==> src/core/dmi_pkg.sv <==
// data memory indirect addressing: shared constants and types
// assumes one clock domain; no module of its own
package dmi_pkg;

  localparam int AW = 8;
  localparam int DW = 8;

  // operand address map of the special region
  localparam logic [7:0] A_WIN0  = 8'h00;
  localparam logic [7:0] A_PTR0  = 8'h01;
  localparam logic [7:0] A_WIN1  = 8'h02;
  localparam logic [7:0] A_PTR1  = 8'h03;
  localparam logic [7:0] A_BANK  = 8'h04;

  // general purpose ram starts here, special region lies below
  localparam logic [7:0] GP_BASE = 8'h80;

  // bank select field
  localparam int         BANK_BIT = 0;

  // reset values and fixed answers
  localparam logic [7:0] RST_PTR  = 8'h00;
  localparam logic       RST_BANK = 1'b0;
  localparam logic [7:0] ZERO_B   = 8'h00;

  // general purpose words in each bank, and number of banks
  localparam int RAM_WORDS_DEF = 64;
  localparam int NUM_BANKS     = 2;

  // forwarded access to special registers owned by other blocks
  typedef struct packed {
    logic [7:0] addr;
    logic [7:0] wdata;
    logic       wr;
    logic       rd;
  } dmi_sfr_req_t;

endpackage

==> src/core/dmi_bank_ram.sv <==
// banked general purpose data ram, one write port, asynchronous read
// assumes the caller registers the read data and gives one access per cycle
`timescale 1ns/10ps
module dmi_bank_ram
  import dmi_pkg::*;
#(
  parameter int W     = DW,
  parameter int DEPTH = RAM_WORDS_DEF,
  parameter int BANKS = NUM_BANKS
) (
  input  wire logic                     clk,
  input  wire logic                     we,
  input  wire logic                     bank,
  input  wire logic [$clog2(DEPTH)-1:0] idx,
  input  wire logic [W-1:0]             wdata,
  output logic      [W-1:0]             rdata
);

  // contents are undefined after power up, as for any ram
  logic [W-1:0] mem [BANKS*DEPTH];

  wire logic [$clog2(DEPTH):0] slot = {bank, idx};

  assign rdata = mem[slot];

  always_ff @(posedge clk) begin
    if (we) begin
      mem[slot] <= wdata;
    end
  end

endmodule

==> src/core/dmi_core.sv <==
// data memory address logic: pointers, windows, bank select, banked ram
// assumes a single operand access per cycle from the execution unit;
// special registers of other blocks answer combinationally on ext_*
//
// Notes on behaviour
// RULE1: window accesses go to the address in the paired pointer, nothing stored.
// RULE2: first window pair always lands in bank 0.
// RULE3: second window pair uses the bank held in the bank select bit.
// RULE4: a window reached through a pointer reads 00h, writes do nothing.
// RULE5: both pointers are real read and write registers.
// RULE6: direct operand addresses always reach bank 0.
// RULE7: unused special locations read 00h.
// RULE8: bank select bit 0 picks bank 0 or 1, upper bits read zero.
// RULE9: resets clear the bank, except watchdog reset in sleep or idle.
//
// Local design decisions: the register addresses and the plain strobed port.
`timescale 1ns/10ps
module dmi_core
  import dmi_pkg::*;
#(
  parameter int RAM_WORDS = RAM_WORDS_DEF
) (
  input  wire logic         clk,
  input  wire logic         nrst,
  input  wire logic [7:0]   addr,
  input  wire logic [7:0]   wdata,
  input  wire logic         wr,
  input  wire logic         rd,
  output logic      [7:0]   rdata,
  input  wire logic         rst_evt,
  input  wire logic         rst_keep_bank,
  output dmi_sfr_req_t      ext_req,
  input  wire logic [7:0]   ext_rdata,
  input  wire logic         ext_hit,
  output logic              bank_sel
);

  localparam int IW = $clog2(RAM_WORDS);

  function automatic logic is_window(input logic [7:0] a);
    is_window = (a == A_WIN0) || (a == A_WIN1);
  endfunction

  function automatic logic is_gp(input logic [7:0] a);
    is_gp = (int'(a) >= int'(GP_BASE)) && (int'(a) < int'(GP_BASE) + RAM_WORDS);
  endfunction

  function automatic logic is_own(input logic [7:0] a);
    is_own = (a == A_PTR0) || (a == A_PTR1) || (a == A_BANK);
  endfunction

  // state
  logic [7:0] ptr0_q;
  logic [7:0] ptr1_q;
  logic       bank_q;
  logic [7:0] rdata_q;
  logic [7:0] rdata_d;

  // address resolution
  wire logic       win0_hit = (addr == A_WIN0);
  wire logic       win1_hit = (addr == A_WIN1);
  wire logic       indirect = win0_hit || win1_hit;
  wire logic       access   = wr || rd;

  // the pointer replaces the operand address, the window holds nothing
  wire logic [7:0] eff_addr = win0_hit ? ptr0_q :  // RULE1
                              win1_hit ? ptr1_q : addr;

  // only the second pair sees the bank bit; direct and first pair stay in bank 0
  wire logic       eff_bank = win1_hit ? bank_q : 1'b0;  // RULE2 RULE3 RULE6

  // a window seen through a pointer is a null location; it has no storage,
  // so a dropped write and a zero read are the only safe answers
  wire logic       null_hit = indirect && is_window(eff_addr);  // RULE4

  // the special region is common to both banks, so no bank goes out on ext_req
  wire logic       gp_hit   = is_gp(eff_addr);
  wire logic       sfr_area = (eff_addr < GP_BASE);
  wire logic       own_hit  = is_own(eff_addr);
  wire logic       ext_sel  = sfr_area && !own_hit && !is_window(eff_addr);

  // pointer and bank writes
  wire logic       wr_live  = wr && !null_hit;
  wire logic       wr_ptr0  = wr_live && (eff_addr == A_PTR0);
  wire logic       wr_ptr1  = wr_live && (eff_addr == A_PTR1);
  wire logic       wr_bank  = wr_live && (eff_addr == A_BANK);

  // ram port
  // contents are not reset: clearing them would need a sweep of many cycles
  wire logic          ram_we   = wr_live && gp_hit;
  wire logic [IW-1:0] ram_idx  = IW'(eff_addr - GP_BASE);
  logic      [7:0]    ram_rdata;

  dmi_bank_ram #(
    .W     (DW),
    .DEPTH (RAM_WORDS),
    .BANKS (NUM_BANKS)
  ) u_ram (
    .clk   (clk),
    .we    (ram_we),
    .bank  (eff_bank),
    .idx   (ram_idx),
    .wdata (wdata),
    .rdata (ram_rdata)
  );

  // forward everything in the special region that is not ours
  assign ext_req.addr  = eff_addr;
  assign ext_req.wdata = wdata;
  assign ext_req.wr    = wr_live && ext_sel;
  assign ext_req.rd    = rd && !null_hit && ext_sel;

  // bank select register image, unused bits forced low
  wire logic [7:0] bank_img = {7'h00, bank_q};  // RULE8

  // read selection; anything unclaimed answers zero
  wire logic [7:0] ext_val = ext_hit ? ext_rdata : ZERO_B;  // RULE7

  always_comb begin
    rdata_d = ZERO_B;
    if (null_hit) begin
      rdata_d = ZERO_B;  // RULE4
    end else if (gp_hit) begin
      rdata_d = ram_rdata;
    end else if (eff_addr == A_PTR0) begin
      rdata_d = ptr0_q;  // RULE5
    end else if (eff_addr == A_PTR1) begin
      rdata_d = ptr1_q;  // RULE5
    end else if (eff_addr == A_BANK) begin
      rdata_d = bank_img;
    end else if (ext_sel) begin
      rdata_d = ext_val;
    end
  end

  // read data is held only in the cycle after a read, zero otherwise
  always_ff @(posedge clk or negedge nrst) begin
    if (!nrst) begin
      rdata_q <= ZERO_B;
    end else begin
      rdata_q <= rd ? rdata_d : ZERO_B;
    end
  end

  always_ff @(posedge clk or negedge nrst) begin
    if (!nrst) begin
      ptr0_q <= RST_PTR;
      ptr1_q <= RST_PTR;
    end else begin
      if (wr_ptr0) begin
        ptr0_q <= wdata;  // RULE5
      end
      if (wr_ptr1) begin
        ptr1_q <= wdata;  // RULE5
      end
    end
  end

  // power-on reset clears the bank; later resets arrive as rst_evt
  // so that a watchdog wake can leave the bank untouched
  // rst_evt beats a same-cycle bank write, so software never undoes a reset
  always_ff @(posedge clk or negedge nrst) begin
    if (!nrst) begin
      bank_q <= RST_BANK;
    end else if (rst_evt) begin
      if (!rst_keep_bank) begin
        bank_q <= RST_BANK;  // RULE9
      end
    end else if (wr_bank) begin
      bank_q <= wdata[BANK_BIT];  // RULE8
    end
  end

  assign rdata    = rdata_q;
  assign bank_sel = bank_q;
endmodule

==> config.mk <==
export PLATFORM = sky130hd
export DESIGN_NAME = dmi_core
export DESIGN_NICKNAME = d
export VERILOG_FILES = /design/src/core/dmi_pkg.sv /design/src/core/dmi_bank_ram.sv /design/src/core/dmi_core.sv
export SDC_FILE = /design/constraint.sdc
export NUM_CORES = 1
export LEC_CHECK = 0
export BUFFER_PORTS_ARGS = -buffer_cell sky130_fd_sc_hd__buf_4
export CORE_MARGIN = 2
export CORE_UTILIZATION = 30
export CTS_CLUSTER_SIZE = 24
export DETAILED_ROUTE_END_ITERATION = 6
export GPL_TIMING_DRIVEN = 0
export REMOVE_ABC_BUFFERS = 1
export SYNTH_ARGS = -nofsm -noshare
export SYNTH_HDL_FRONTEND = slang
export SYNTH_HIERARCHICAL = 1
export SYNTH_SLANG_ARGS = --single-unit
==> constraint.sdc <==
create_clock -name clk -period 3.3 [get_ports clk]
set_input_delay 0.33 -clock clk [delete_from_list [all_inputs] [get_ports clk]]
set_output_delay 0.33 -clock clk [all_outputs]
set_load 0.01 [all_outputs]
==> results by group <==
Global route
  – Initial antenna violation count: 6
  – First-pass GRT wire length: 195 mm
  – Largest net degree at the start of global routing: 132
  – GRT Total Usage: 0.189
  – Total gr overflow: 0
  – Vias in the first global route: 26,100

Route
  – Pre-Repair DR Iteration Count: 5
  – WL/cell: 29.2 um
  – DRT iter0 DRCs: 3,984
  – Post-route ant nets: 0
  – Routed wire length: 141 mm
  – Vias per Instance: 5.70
  – Total number of vias: 27,600
  – DRC: 0

Layout
  – Final Util: 0.381
  – Layout cell share with drive strength beyond 1: 0.290
  – Most frequent cells in the layout: 1,024 x edfxtp_1, 191 x a221oi_1, 180 x buf_4
  – Fin nets: 2,895
  – Area delta synth->final: 26.3%
  – Most common cell after layout, fill and taps aside: edfxtp_1

Floorplan
  – Core ar.: 139,000 um2
  – Die ar.: 143,000 um2
  – Die Span Y: 378 um
  – FP Rows: 137
  – Die Width: 378 um
  – Initial Utilization: 0.302
  – I/O pin total: 58

Synthesis
  – Post-synth EDFFs: 1,024
  – Synth warn: 6
  – Async set-reset flop share out of synthesis: 0.0238
  – Yosys reg bits: 1,049
  – Avg Cell Area, Syn: 16.0 um2
  – Netlist cell types: 81
  – Post-synthesis sequential area ratio: 0.748
  – Post-Syn Area: 42,000 um2
  – Post-synthesis cell count: 2,629
  – Synth Flop Type: edfxtp_1

STA
  – Tcrit/Tclk final: 1.14
  – RSZ-0062 raised after global routing: true
  – Crit path time final: 3.75 ns
  – Endpoints failing setup: 30
  – Relative slew slack: 0.408
  – Layout Skew: 0.0262 ns
  – Setup TNS Final: -4.43 ns
  – Final setup margin: -0.451 ns
  – Fmax achieved: 267 MHz
  – Hold Vio Cnt, Final: 0
  – Slew of the pin with the lowest slew margin: 0.883 ns
  – Slew Limit Fails: 0

Place
  – Place WS: -3.78 ns
  – Number of port buffers: 57
  – Hpwl dp: 66.4 mm
  – RePlAce Congestion: 0.791

Critical path
  – Critical Path RT: 3.86 ns
  – CP endpoint kind: flop
  – CP Max Fanout: 15
  – Crit path DAT: 4.31 ns
  – Setup crit start kind: flop
  – Critical path class: reg -> reg

Power and ir drop
  – Internal Power: 22.8 mW
  – Combinational group share of total power: 0.082
  – Sw Share: 0.227
  – Clock power frac: 0.421
  – Part of the power in registers: 0.497
  – Total power: 29.5 mW
  – Leak pwr: 16.9 nW
  – Worst vdd ir: 436 uV
  – Total net switching power: 6.70 mW
  – P per Cell Area: 556 nW/um2

Run status
  – Status: finished, violations left
  – Violated checks: setup timing

CTS
  – Worst-skew pair later-pin latency: 0.69 ns
  – CTS Sinks: 1,049
  – CTS tree: built
  – Num CTS Buffers: 107
  – H-tree levels: 3
  – Clock-pin transition on the worst setup and hold timing paths: 0.06 ns
  – Clk buf depth: 3
  – Clock Tree Root: clkbuf_16

Hold path
  – Hold Crit Class: in -> reg

Run
  – Max_cap viols: 0
-- layer usage --
layer	routed length, um	up-vias	track usage
li1	-	11200	-
met1	53000	14100	0.250
met2	65200	1846	0.299
met3	15400	396	0.0380
met4	7600	2	0.0900
met5	13	-	0
-- registers in the layout, summed over array words and instances, names as in the netlist --
signal,flops
u_ram/mem,1024
ptr0_q,8
ptr1_q,8
bank_sel,1
rdata,8
-- layout make-up --
class | count | area, um2
multi-input combinational | 1362 | 11300
timing repair inverter | 5 | 43.8
clock inverter | 74 | 776
sequential | 1049 | 31400
timing repair buffer | 323 | 4180
antenna | 2 | 5.00
tap | 1876 | 2350
clock buffer | 127 | 2810
fill | 12600 | 86200
inverter | 16 | 133
-- power by group through the flow --
stage	registers (mW)	clock network, mW	logic, mW
after floorplan	14.9	0	0.861
after global placement	14.9	0	1.78
after detailed placement	14.9	0	1.73
after CTS	14.7	12.5	2.22
after global routing	14.6	13.0	2.48
final	14.7	12.4	2.42
-- through the flow --
stage,cells,hold WS (ns),cell area (um2)
after floorplan,2419,0.0344,40800
after global placement,4352,0.254,43600
after detailed placement,4391,0.259,44500
after CTS,4786,0.0623,51900
after global routing,4832,0.0548,53000
final,4834,0.0525,53000
-- kinds of logic (layout without fill, tap and decap cells) --
kind of cell | Yosys count | in the layout | share of synthesized area
AO/OA/AOI/OAI | 709 | 710 | 0.126
buffers and inverters | 226 | 545 | 0.0289
flip-flops | 1049 | 1049 | 0.748
multiplexers | 167 | 167 | 0.0467
other | 0 | 2 | 0
AND/OR/NAND/NOR | 478 | 485 | 0.0504
-- critical path: stages (launching register included) --
cell and delay [ns]:
dfrtp_1 0.39, mux2_4 0.31, a31oi_4 0.17, bufinv_16 0.22
buf_16 0.16, nor2b_4 0.20, buf_4 0.18, clkbuf_16 0.19
a22o_1 0.19, a221oi_1 0.38, o22ai_1 0.18, o41ai_2 0.39
nand4_1 0.29, o21bai_1 0.26, a211oi_2 0.05
-- synth_stat cells, types with 5 or more instances --
cell	count	area (um2)
nand4_1	17	106
a211oi_1	9	67.6
o21ai_0	82	410
or2_2	5	31.3
nand2b_1	9	56.3
nand3_1	18	90.1
mux2_1	5	56.3
o31ai_1	7	52.6
a22oi_1	73	548
nand2_1	112	420
a221o_1	20	200
clkbuf_1	75	282
edfxtp_1	1024	30700
a21oi_1	125	626
and2_1	5	31.3
mux2i_1	65	651
a221oi_1	221	1940
a311oi_1	8	70.1
buf_6	26	293
a21o_1	5	37.5
buf_2	81	405
o22a_1	11	96.3
o2bb2ai_1	5	43.8
nor4_1	5	31.3
nor2_1	255	957
mux4_2	11	248
nor2b_1	12	75.1
o211ai_1	11	82.6
mux2_2	76	856
inv_1	15	56.3
dfrtp_1	25	626
o221ai_1	17	149
buf_4	17	128
o22ai_1	26	163
a22o_1	41	359
nor3_1	17	85.1
buf_1	11	41.3
mux2_4	10	150
-- worst paths after layout --
path	end	depth (start not counted)	slack, ns	startpoint
setup / recovery	rdata[0]	14	-0.45	ptr0_q[0]
hold / removal	u_ram/mem[18][2]	1	0.05	wdata[2]
setup reg to reg	rdata[0]	14	-0.45	ptr0_q[0]
hold reg to reg	ptr0_q[6]	1	0.53	ptr0_q[6]
max in group asynchronous	ptr1_q[2]	2	2.96	nrst
min in group asynchronous	rdata[6]	2	0.08	nrst
-- repair_timing --
action	CTS	global route
setup endpoints to repair	1034	499
pin swaps	121	62
hold endpoints to repair	34	37
setup buffers	140	27
hold buffers	21	7
gates resized for setup	367	98
cloned	33	4
No activity file was read; power rests on OpenSTA's default activity.
